## config.mk

```make
export PLATFORM = sky130hd
export DESIGN_NAME = rtt_timer2
export DESIGN_NICKNAME = d
export VERILOG_FILES = /design/src/rtl/rtt_pkg.sv /design/src/rtl/rtt_tick_gen.sv /design/src/rtl/rtt_timer2.sv
export VERILOG_INCLUDE_DIRS = /design/src /design/src/rtl
export SDC_FILE = /design/constraint.sdc
export NUM_CORES = 1
export LEC_CHECK = 0
export BUFFER_PORTS_ARGS = -buffer_cell sky130_fd_sc_hd__buf_2
export CORE_ASPECT_RATIO = 1.25
export CORE_UTILIZATION = 45
export DETAILED_ROUTE_END_ITERATION = 7
export GPL_TIMING_DRIVEN = 0
export HOLD_SLACK_MARGIN = 0.03
export PLACE_DENSITY = 0.7
export SYNTH_ARGS = -nofsm -noshare
export SYNTH_HDL_FRONTEND = slang
export SYNTH_HIERARCHICAL = 1
export SYNTH_SLANG_ARGS = --single-unit
```

## constraint.sdc

```tcl
create_clock -name clk_sys -period 5.4 [get_ports clk_sys]
set_input_delay 0.81 -clock clk_sys [delete_from_list [all_inputs] [get_ports clk_sys]]
set_output_delay 0.81 -clock clk_sys [all_outputs]
set_load 0.02 [all_outputs]
```

## src/rtl/rtt_cfg.svh

```systemverilog
`ifndef RTT_CFG_SVH
`define RTT_CFG_SVH

// Register addresses in the device register bank
`define RTT_ADDR_CONTROL 8'h19
`define RTT_ADDR_RELOAD_HI 8'h1A
`define RTT_ADDR_RELOAD_LO 8'h1B
`define RTT_ADDR_COUNT_HI 8'h1C
`define RTT_ADDR_COUNT_LO 8'h1D

// Control field positions
`define RTT_BIT_HALT_RX 7
`define RTT_BIT_START_HI 5
`define RTT_BIT_START_LO 4
`define RTT_BIT_AUTO_RELOAD 3
`define RTT_BIT_CLK_HI 1
`define RTT_BIT_CLK_LO 0
`define RTT_CTRL_WMASK 8'hBB

// Reset values
`define RTT_CTRL_RESET 8'h00
`define RTT_RELOAD_RESET 8'h00

// Bits of a frame seen before the halt
`define RTT_RX_HALT_BITS 3'h4

// Timing: system clock period and fast/slow count clock periods
`define RTT_SYS_PERIOD_PS 10000
`define RTT_FAST_PERIOD_PS 73746
`define RTT_SLOW_PERIOD_PS 4716981
`define RTT_FAST_DIV (`RTT_FAST_PERIOD_PS / `RTT_SYS_PERIOD_PS)
`define RTT_SLOW_DIV (`RTT_SLOW_PERIOD_PS / `RTT_SYS_PERIOD_PS)

`endif

```

## src/rtl/rtt_pkg.sv

```systemverilog
package rtt_pkg;

    typedef enum logic [1:0]
    {
        RTT_START_MANUAL = 2'h0,
        RTT_START_TX_END = 2'h1,
        RTT_START_TRIM_NOUF = 2'h2,
        RTT_START_TRIM_UF = 2'h3
    } rtt_start_t;

    typedef enum logic [1:0]
    {
        RTT_CLK_FAST = 2'h0,
        RTT_CLK_SLOW = 2'h1,
        RTT_CLK_TMR0 = 2'h2,
        RTT_CLK_TMR1 = 2'h3
    } rtt_clk_t;

    typedef struct packed
    {
        logic halt_on_receive;
        rtt_start_t start_mode_select;
        logic auto_reload_enable;
        rtt_clk_t count_clock_select;
    } rtt_ctrl_t;

    typedef struct packed
    {
        logic wr;
        logic rd;
        logic [7:0] addr;
        logic [7:0] wdata;
    } rtt_reg_req_t;

    typedef struct packed
    {
        logic tx_done;
        logic rx_bit;
        logic rx_active;
        logic osc_slow;
        logic tmr0_underflow;
        logic tmr1_underflow;
    } rtt_events_t;

endpackage : rtt_pkg

```

## src/rtl/rtt_tick_gen.sv

```systemverilog
`timescale 1ns/1ps
`include "rtt_cfg.svh"

module rtt_tick_gen
    import rtt_pkg::*;
(
    // Clock and reset
    input wire logic clk_sys,
    input wire logic rst_sync_n,
    // Selection and sources
    input wire rtt_clk_t sel,
    input wire logic tmr0_underflow,
    input wire logic tmr1_underflow,
    // Count enable
    output logic tick
);

    localparam int FAST_DIV = (`RTT_FAST_DIV < 1) ? 1 : `RTT_FAST_DIV;
    localparam int SLOW_DIV = (`RTT_SLOW_DIV < 1) ? 1 : `RTT_SLOW_DIV;
    localparam logic [9:0] FAST_LAST = 10'(FAST_DIV - 1);
    localparam logic [9:0] SLOW_LAST = 10'(SLOW_DIV - 1);

    logic [9:0] fast_q, fast_d;
    logic [9:0] slow_q, slow_d;
    logic fast_tick;
    logic slow_tick;

    // Dividers run free so the fast and slow rates stay evenly spaced
    always_comb
    begin
        fast_tick = (fast_q == FAST_LAST);
        slow_tick = (slow_q == SLOW_LAST);
        fast_d = fast_tick ? 10'h000 : fast_q + 10'h001;
        slow_d = slow_tick ? 10'h000 : slow_q + 10'h001;
        unique case (sel)
            RTT_CLK_FAST: tick = fast_tick;
            RTT_CLK_SLOW: tick = slow_tick;
            RTT_CLK_TMR0: tick = tmr0_underflow;
            RTT_CLK_TMR1: tick = tmr1_underflow;
        endcase
    end

    always_ff @(posedge clk_sys or negedge rst_sync_n)
    begin
        if (!rst_sync_n)
        begin
            fast_q <= 10'h000;
            slow_q <= 10'h000;
        end
        else
        begin
            fast_q <= fast_d;
            slow_q <= slow_d;
        end
    end

endmodule : rtt_tick_gen

```

## src/rtl/rtt_timer2.sv

```systemverilog
`timescale 1ns/1ps
`include "rtt_cfg.svh"

// Summary of operation
// - Halt-on-receive stops timer after four received bits
// - Trimming start modes ignore halt-on-receive
// - Start mode 00b: only explicit start
// - Start mode 01b: start at transmit end
// - Mode 10b: oscillator trimming, no underflow
// - Mode 11b: oscillator trimming, underflow allowed
// - Auto reload on zero, keep counting
// - No auto reload: count to zero, stop
// - Every underflow sets the interrupt flag
// - Clock select 00b fast, 01b slow
// - Clock select 10b/11b cascade on underflows
// - Start loads the 16-bit reload value
// - Reload writes reach the count only at next start or auto reload
// - Live count readable as two bytes
module rtt_timer2
    import rtt_pkg::*;
(
    // Clock and reset
    input wire logic clk_sys,
    input wire logic rst_n,
    // Register port
    input wire rtt_reg_req_t reg_req,
    output logic [7:0] reg_rdata,
    // Software start and stop strobes
    input wire logic sw_start,
    input wire logic sw_stop,
    // Events from the rest of the chip
    input wire rtt_events_t events,
    // Timer state
    output logic running,
    output logic underflow,
    output logic second_timer_underflow_flag
);

    typedef enum logic [1:0]
    {
        ST_IDLE = 2'b01,
        ST_RUN = 2'b10
    } rtt_state_t;

    ////////////////////////////////////////////////////////////////////////////
    // Reset release

    // Reset drops at once but leaves on a clock edge, two flops deep
    logic rst_m_q;
    logic rst_sync_n;

    always_ff @(posedge clk_sys or negedge rst_n)
    begin
        if (!rst_n)
        begin
            rst_m_q <= 1'b0;
            rst_sync_n <= 1'b0;
        end
        else
        begin
            rst_m_q <= 1'b1;
            rst_sync_n <= rst_m_q;
        end
    end

    ////////////////////////////////////////////////////////////////////////////
    // Registers

    rtt_ctrl_t ctrl_q, ctrl_d;
    logic [7:0] reload_hi_q, reload_hi_d;
    logic [7:0] reload_lo_q, reload_lo_d;
    logic [7:0] rdata_d;
    logic [15:0] count_q, count_d;

    // Unpacks a control byte; reserved bits 6 and 2 are never stored
    function automatic rtt_ctrl_t ctrl_from_byte(input logic [7:0] b);
        rtt_ctrl_t c;
        c.halt_on_receive = b[`RTT_BIT_HALT_RX];
        c.start_mode_select = rtt_start_t'(b[`RTT_BIT_START_HI:`RTT_BIT_START_LO]);
        c.auto_reload_enable = b[`RTT_BIT_AUTO_RELOAD];
        c.count_clock_select = rtt_clk_t'(b[`RTT_BIT_CLK_HI:`RTT_BIT_CLK_LO]);
        return c;
    endfunction : ctrl_from_byte

    function automatic logic wr_hit(input rtt_reg_req_t r, input logic [7:0] a);
        wr_hit = r.wr && (r.addr == a);
    endfunction : wr_hit

    function automatic logic [7:0] ctrl_byte(input rtt_ctrl_t c);
        ctrl_byte = {c.halt_on_receive, 1'b0, c.start_mode_select, c.auto_reload_enable, 1'b0,
                     c.count_clock_select};
    endfunction : ctrl_byte

    // Count bytes are read live with no latch; a borrow between the two
    // byte reads can tear the pair, so read them with the timer stopped
    function automatic logic [7:0] read_byte(input logic [7:0] a, input rtt_ctrl_t c, input logic [7:0] hi,
                                             input logic [7:0] lo, input logic [15:0] cnt);
        unique case (a)
            `RTT_ADDR_CONTROL: read_byte = ctrl_byte(c) & `RTT_CTRL_WMASK;
            `RTT_ADDR_RELOAD_HI: read_byte = hi;
            `RTT_ADDR_RELOAD_LO: read_byte = lo;
            `RTT_ADDR_COUNT_HI: read_byte = cnt[15:8];
            `RTT_ADDR_COUNT_LO: read_byte = cnt[7:0];
            default: read_byte = 8'h00;
        endcase
    endfunction : read_byte

    always_comb
    begin
        ctrl_d = ctrl_q;
        reload_hi_d = reload_hi_q;
        reload_lo_d = reload_lo_q;
        if (reg_req.wr)
        begin
            unique case (reg_req.addr)
                `RTT_ADDR_CONTROL: ctrl_d = ctrl_from_byte(reg_req.wdata);
                // Reload bytes never touch the running count
                `RTT_ADDR_RELOAD_HI: reload_hi_d = reg_req.wdata;
                `RTT_ADDR_RELOAD_LO: reload_lo_d = reg_req.wdata;
                default: ;
            endcase
        end
        // Read data holds until the next read
        rdata_d = reg_rdata;
        if (reg_req.rd)
            rdata_d = read_byte(reg_req.addr, ctrl_q, reload_hi_q, reload_lo_q, count_q);
    end

    always_ff @(posedge clk_sys or negedge rst_sync_n)
    begin
        if (!rst_sync_n)
        begin
            ctrl_q <= ctrl_from_byte(`RTT_CTRL_RESET);
            reload_hi_q <= `RTT_RELOAD_RESET;
            reload_lo_q <= `RTT_RELOAD_RESET;
            reg_rdata <= 8'h00;
        end
        else
        begin
            ctrl_q <= ctrl_d;
            reload_hi_q <= reload_hi_d;
            reload_lo_q <= reload_lo_d;
            reg_rdata <= rdata_d;
        end
    end

    ////////////////////////////////////////////////////////////////////////////
    // Count clock

    logic tick;

    // Cascade sources arrive as one-cycle pulses
    rtt_tick_gen u_tick
    (
        .clk_sys(clk_sys),
        .rst_sync_n(rst_sync_n),
        .sel(ctrl_q.count_clock_select),
        .tmr0_underflow(events.tmr0_underflow),
        .tmr1_underflow(events.tmr1_underflow),
        .tick(tick)
    );

    ////////////////////////////////////////////////////////////////////////////
    // Start and stop events

    logic osc_prev_q, osc_prev_d;
    logic [2:0] rx_bits_q, rx_bits_d;
    logic trim_mode;
    logic osc_rise;
    logic start_evt;
    logic rx_halt_evt;
    logic trim_stop_evt;

    always_comb
    begin
        // Both trimming modes share the top bit of the start mode
        trim_mode = ctrl_q.start_mode_select[1];
        osc_rise = events.osc_slow & ~osc_prev_q;
        osc_prev_d = events.osc_slow;
        // Counts bits of the current frame, saturating at the halt point
        rx_bits_d = rx_bits_q;
        if (!events.rx_active)
            rx_bits_d = 3'h0;
        else if (events.rx_bit && rx_bits_q != `RTT_RX_HALT_BITS)
            rx_bits_d = rx_bits_q + 3'h1;
        // Halt on the fourth bit itself, not a cycle after it
        rx_halt_evt = ctrl_q.halt_on_receive && !trim_mode
                      && events.rx_active && events.rx_bit
                      && rx_bits_q == (`RTT_RX_HALT_BITS - 3'h1);
        // Explicit start works in every mode
        start_evt = sw_start;
        trim_stop_evt = 1'b0;
        unique case (ctrl_q.start_mode_select)
            RTT_START_MANUAL: ;
            RTT_START_TX_END: start_evt = sw_start | events.tx_done;
            RTT_START_TRIM_NOUF, RTT_START_TRIM_UF:
            begin
                // First rising edge starts, the next one stops
                start_evt = sw_start | (osc_rise & ~running);
                trim_stop_evt = osc_rise & running;
            end
        endcase
    end

    ////////////////////////////////////////////////////////////////////////////
    // Event state

    always_ff @(posedge clk_sys or negedge rst_sync_n)
    begin
        if (!rst_sync_n)
        begin
            osc_prev_q <= 1'b0;
            rx_bits_q <= 3'h0;
        end
        else
        begin
            osc_prev_q <= osc_prev_d;
            rx_bits_q <= rx_bits_d;
        end
    end

    ////////////////////////////////////////////////////////////////////////////
    // Counter

    rtt_state_t state_q, state_d;
    logic flag_d;
    logic underflow_d;
    logic [15:0] reload_value;
    logic count_zero;
    logic stop_req;
    logic uf_allowed;

    always_comb
    begin
        reload_value = {reload_hi_q, reload_lo_q};
        count_zero = (count_q == 16'h0000);
        // Halt, trim edge or software: all end the count at once
        stop_req = sw_stop || rx_halt_evt || trim_stop_evt;
        // Only trimming without underflow lets the count end silently
        uf_allowed = (ctrl_q.start_mode_select != RTT_START_TRIM_NOUF);
        state_d = state_q;
        count_d = count_q;
        underflow_d = 1'b0;
        flag_d = second_timer_underflow_flag;
        unique case (state_q)
            ST_IDLE:
            begin
                if (start_evt)
                begin
                    count_d = reload_value;
                    state_d = ST_RUN;
                end
            end
            ST_RUN:
            begin
                // Stop wins over a tick in the same cycle
                if (stop_req)
                    state_d = ST_IDLE;
                else if (tick)
                begin
                    if (!count_zero)
                        count_d = count_q - 16'h0001;
                    else if (!uf_allowed)
                        state_d = ST_IDLE;
                    else
                    begin
                        underflow_d = 1'b1;
                        if (ctrl_q.auto_reload_enable)
                            count_d = reload_value;
                        else
                            state_d = ST_IDLE;
                    end
                end
            end
            // Illegal state code: fall back to idle
            default: state_d = ST_IDLE;
        endcase
        // Software clears the flag by writing the reload high byte;
        // an underflow in the same cycle still sets it
        if (wr_hit(reg_req, `RTT_ADDR_RELOAD_HI))
            flag_d = 1'b0;
        if (underflow_d)
            flag_d = 1'b1;
    end

    always_ff @(posedge clk_sys or negedge rst_sync_n)
    begin
        if (!rst_sync_n)
        begin
            state_q <= ST_IDLE;
            count_q <= 16'h0000;
            running <= 1'b0;
            underflow <= 1'b0;
            second_timer_underflow_flag <= 1'b0;
        end
        else
        begin
            state_q <= state_d;
            count_q <= count_d;
            running <= (state_d == ST_RUN);
            underflow <= underflow_d;
            second_timer_underflow_flag <= flag_d;
        end
    end

endmodule : rtt_timer2

```

==> results.cfg, run 1 <==
[sta]
period_needed_ns = 2.76
rsz0062_at_grt = false
fin_skew_ns = 0.00814
relSlewSlack = 0.461
tns_ns = 0
finalSetupViolations = 0
hold_viol_final = 0
drv_slew = 0
worstMarginPinSlew_ns = 0.809
max_freq_mhz = 362
fin_crit_sh = 0.511

[floorplan]
die_w_um = 90.0
die_area_sq_um = 10100
num_rows = 39
start_util = 0.470
die_h_um = 112
ios = 39
core_region_area_sq_um = 9270

[finish]
drive_gt1_frac = 0.223
utilization = 0.542
nets = 522
antenna_cells = 0
areaGrowthSynthToFinish_pct = 15.3
fin_area_sq_um = 5030

[yosys]
yosys-top-cells-count = 76 x dfrtp_1, 36 x nor2_1, 29 x inv_1, 28 x mux2_2, 23 x a21oi_1
synth_top_area_frac = 0.436
yosysMostFrequentCell = dfrtp_1
seq_area_frac_synth = 0.442
synth-seq-cells = 77
yosys.cell_types.count = 67
synth_nets = 472
yosys.area.top_type = dfrtp_1
ys.warnings.count = 6
synth_edf_count = 0
syn_area_sq_um = 4360
syn_area_per_cell_sq_um = 10.1
async_flop_share = 1.00
synth_area_leaders = dfrtp_1 44%, mux2_2 7.2%, mux2i_1 4.1%
postSynthCellCount = 433
synthFlopType = dfrtp_1

[pwr]
power_density_nw_per_um2 = 441
power_leakage_nw = 2.24
ir_worst_vdd_uv = 225

[drt]
wl_mm = 11.2
first_pass_iters = 6
drc = 0
drt_iter0_markers = 245
vias_per_cell = 5.97
detail-route-antenna-nets = 0
routed-via-count = 3649
drt-wirelength-per-cell_um = 18.3

[clock_tree]
root_buffer = clkbuf_16
postCtsSetupRepairBufs = 0
hold_buffers = 0
cts-buffers-inserted = 9
cts_resized = 0
cts.sink_count = 77
cts_tree = built
ctsLongestPathBuffers = 2
clock_latency_ns = 0.34
clkTransAtPathRegs_ns = 0.06
htree_levels = 3

[worst_setup_path]
rr_worst_depth = 9
reg2reg_slack_ns = 2.64
path_common_cell = inv_1
cp_top_family = compound AO/OA/AOI/OAI gates
worstSetupPathType = reg2reg
worst_ep_arrival_time_ns = 3.01
slowest_delay_ns = 0.53
critical_path.cell_chain = inv_1 > ha_1 > or3b_2 > nor4_2 > o31a_1 > inv_1 > a211oi_2 > o21ai_2 > o211ai_1
crit_path_top_delay_cell = a211oi_2
timing.rr.end = count_q[7]
cp_max_fo = 10
worstSetupEndpointType = flip-flop
r2r-start = u_tick/fast_q[0]
crit_required_ns = 5.65
path_buf_inv = 2
startpoint_type = flip-flop

[global_routing]
grt_pass1_vias = 3639
grt.overflow.total = 0
grt_pass1_wl_mm = 18.3
grt_max_degree = 56
track_usage = 0.232
antenna_found_initial = 0

[job]
maxCapViolations = 0

[min_path]
hp-class = reg2async

[outcome]
outcome = finished clean

[placement]
dpl.hpwl_mm = 8.26
place_congestion = 0.960
port_buffers = 38
placed_cell_area_sq_um = 4730
[metrics by stage]
step	power [mW]	cells	setup WS, ns	hold slack (ns)
2_1_floorplan	1.36	433	3.01	0.331
3_3_place_gp	1.60	594	2.27	0.339
3_5_place_dp	1.61	595	2.47	0.224
4_1_cts	2.21	611	2.63	0.232
5_1_grt	2.34	611	2.47	0.240
6_report	2.22	611	2.64	0.218
[worst max-delay path by stage]
stage                      to              from  depth (start not counted)
3_3_place_gp     rx_bits_q[1]        rst_sync_n                          0
2_1_floorplan      count_q[2]  u_tick/fast_q[0]                         10
6_report           count_q[7]  u_tick/fast_q[0]                          9
5_1_grt            count_q[7]  u_tick/fast_q[0]                          9
3_5_place_dp   reload_hi_q[3]       reg_req[13]                          5
4_1_cts            count_q[7]  u_tick/fast_q[0]                          9
[registers in the layout, indices dropped and copies added, names as in the netlist, 2 cells and up]
signal         count
count_q           16
u_tick/fast_q     10
u_tick/slow_q     10
reg_rdata          8
reload_hi_q        8
reload_lo_q        8
ctrl_q             6
rx_bits_q          3
state_q            2
[report_power, final]
group          total (mW)  switching, mW  leakage (nW)  internal (mW)
registers           0.748         0.0887          1.01          0.659
clock network       0.592          0.232         0.140          0.359
logic               0.876          0.554          1.09          0.323
total                2.22          0.875          2.24           1.34
[cell type report]
cell class              instances  area [sq um]
plain buffers                  20          90.1
fillers                       839          4250
flip-flops and latches         77          1930
clock inverters                 5          60.1
inverters                      29           109
well taps                     123           154
repair buffers                 39           218
clock buffers                  11           233
multi-input cells             307          2230
[layout by cell type, fill, tap and decap left out, types with 12 or more instances in the layout]
master	instances
nor2_1	36
a21oi_1	23
nand2_1	14
inv_1	29
mux2i_1	18
o21ai_0	18
buf_2	47
dfrtp_1	75
mux2_2	28
nand3_1	12
[cells by family (layout without fill, tap and decap cells)]
kind of cell | Yosys count | in the layout | share of synthesized area
simple gates | 130 | 130 | 0.177
other cells | 1 | 1 | 0.000861
fa+ha+maj | 11 | 11 | 0.0316
compound gates | 106 | 106 | 0.163
mux | 46 | 46 | 0.114
buf+inv | 49 | 104 | 0.0457
xor+xnor | 13 | 13 | 0.0261
flops | 77 | 77 | 0.442
[layer usage]
layer / GRT usage / up-vias / share of wire
li1: - / 1706 / -
met1: 0.293 / 1792 / 0.43
met2: 0.385 / 122 / 0.49
met3: 0.0318 / 29 / 0.046
met4: 0.127 / 0 / 0.037
met5: 0 / - / 0
No activity file was read; power rests on OpenSTA's default activity.
==> run 2, diff against run 1 <==
==> constraint.sdc (replaced) <==
create_clock -name clk_sys -period 2.8 [get_ports clk_sys]
set_input_delay 0.42 -clock clk_sys [delete_from_list [all_inputs] [get_ports clk_sys]]
set_output_delay 0.42 -clock clk_sys [all_outputs]
set_load 0.02 [all_outputs]
==> results.cfg, run 2 (synthesized netlist as in run 1, its figures left out) <==
[drt]
first_pass_iters = 4
routed-via-count = 3603
vias_per_cell = 5.89
wl_mm = 11.1
detail-route-antenna-nets = 0
drt-wirelength-per-cell_um = 18.2
drt_iter0_markers = 226
drc = 0

[sta]
rsz0062_at_grt = false
max_freq_mhz = 376
drv_slew = 0
hold_ws_ns = 0.218
relSlewSlack = 0.451
finalSetupViolations = 0
period_needed_ns = 2.66
worstMarginPinSlew_ns = 0.823
fin_skew_ns = 0.00783
tns_ns = 0
fin_crit_sh = 0.951
hold_viol_final = 0

[finish]
largestRegisters = count_q x16, u_tick/fast_q x10, u_tick/slow_q x10
stdcell_count = 612
drive_gt1_frac = 0.223
final_cell_mix = 75 x dfrtp_1, 47 x buf_2, 36 x nor2_1, 29 x inv_1, 28 x mux2_2
mostFrequentLayoutCell = dfrtp_1
areaGrowthSynthToFinish_pct = 15.7
top_register = count_q
antenna_cells = 0
nets = 523
largest_register_ffs = 16

[global_routing]
grt_max_degree = 56
grt.overflow.total = 0
antenna_found_initial = 0
grt_pass1_vias = 3639
grt_pass1_wl_mm = 18.3
track_usage = 0.232

[clock_tree]
ctsLongestPathBuffers = 2
cts.sink_count = 77
root_buffer = clkbuf_16
cts_tree = built
htree_levels = 3
postCtsSetupRepairBufs = 0
cts-buffers-inserted = 9
clkTransAtPathRegs_ns = 0.06
clock_latency_ns = 0.34

[worst_setup_path]
timing.rr.end = count_q[0]
path_buf_inv = 3
startpoint_type = flip-flop
crit_path_top_delay_cell = or3b_2
crit_start = u_tick/fast_q[0]
worst_ep_arrival_time_ns = 2.86
reg2reg_slack_ns = 0.14
r2r-start = u_tick/fast_q[0]
cp_top_family = compound AO/OA/AOI/OAI gates
worstSetupEndpointType = flip-flop
worstSetupPathType = reg2reg
slowest_delay_ns = 0.48
critical_path.cell_chain = inv_1 > ha_1 > or3b_2 > nor4_2 > o31a_1 > inv_1 > a211o_1 > buf_4 > a221oi_1 > o22ai_1
crit_required_ns = 3.00
cp_max_fo = 10
rr_worst_depth = 10
path_common_cell = inv_1

[job]
maxCapViolations = 0

[floorplan]
die_area_sq_um = 10100
die_h_um = 112
start_util = 0.470
core_region_area_sq_um = 9270
die_w_um = 90.0
ios = 39
num_rows = 39

[outcome]
outcome = finished clean

[pwr]
power_density_nw_per_um2 = 849
power_leakage_nw = 2.25
power_mw = 4.28
ir_worst_vdd_uv = 436

[placement]
place_congestion = 0.960
dpl.hpwl_mm = 8.26
dp.cells = 595
port_buffers = 38

[min_path]
hp-class = reg2async
-- run 2: worst reg2reg max path: stages (launching register included) --
cell and delay (ns):
dfrtp_1 0.42, inv_1 0.08, ha_1 0.13, or3b_2 0.48, nor4_2 0.15, o31a_1 0.23
inv_1 0.10, a211o_1 0.31, buf_4 0.19, a221oi_1 0.30, o22ai_1 0.13
-- run 2: worst max-delay path by stage --
stage,end,slack [ns],cells past startpoint
2_1_floorplan,count_q[2],0.41,10
4_1_cts,count_q[7],0.03,9
5_1_grt,count_q[2],0.01,10
6_report,count_q[0],0.14,10
3_5_place_dp,count_q[7],0.06,9
3_3_place_gp,rx_bits_q[1],-0.33,0
-- run 2: final cells by class --
type,instances,area [sq um]
clock buffers,11,233
multi-input cells,307,2240
fillers,838,4230
plain buffers,20,90.1
repair buffers,40,228
well taps,123,154
clock inverters,5,60.1
flip-flops and latches,77,1930
inverters,29,109
-- run 2: where the power goes --
| group | leakage (nW) | switching [mW] | internal [mW] | total, mW |
|---|---|---|---|---|
| registers | 1.01 | 0.172 | 1.27 | 1.44 |
| logic | 1.10 | 1.07 | 0.625 | 1.69 |
| clock network | 0.140 | 0.450 | 0.693 | 1.14 |
| total | 2.25 | 1.69 | 2.59 | 4.28 |
-- run 2: layer usage --
layer  global-route usage  wire length [um]  up-vias
met5                    0                 0        -
met4                0.127               409        0
met3               0.0318               476       25
met2                0.385              5510       96
met1                0.293              4730     1773
li1                     -                 -     1709
-- run 2: metrics by stage --
stage               instance area (sq um)  utilization  setup slack [ns]
CTS                                  5040        0.543            0.0303
floorplan                            4360            -             0.408
global route                         5040        0.544            0.0132
finish                               5040        0.544             0.137
global placement                     4700        0.507            -0.333
detailed placement                   4730        0.511            0.0589
-- run 2: what timing repair did --
item | CTS | global route
gates resized for setup | 0 | 1
hold endpoints to repair | 2 | 0
setup endpoints to repair | 0 | 10
hold buffers | 1 | 0
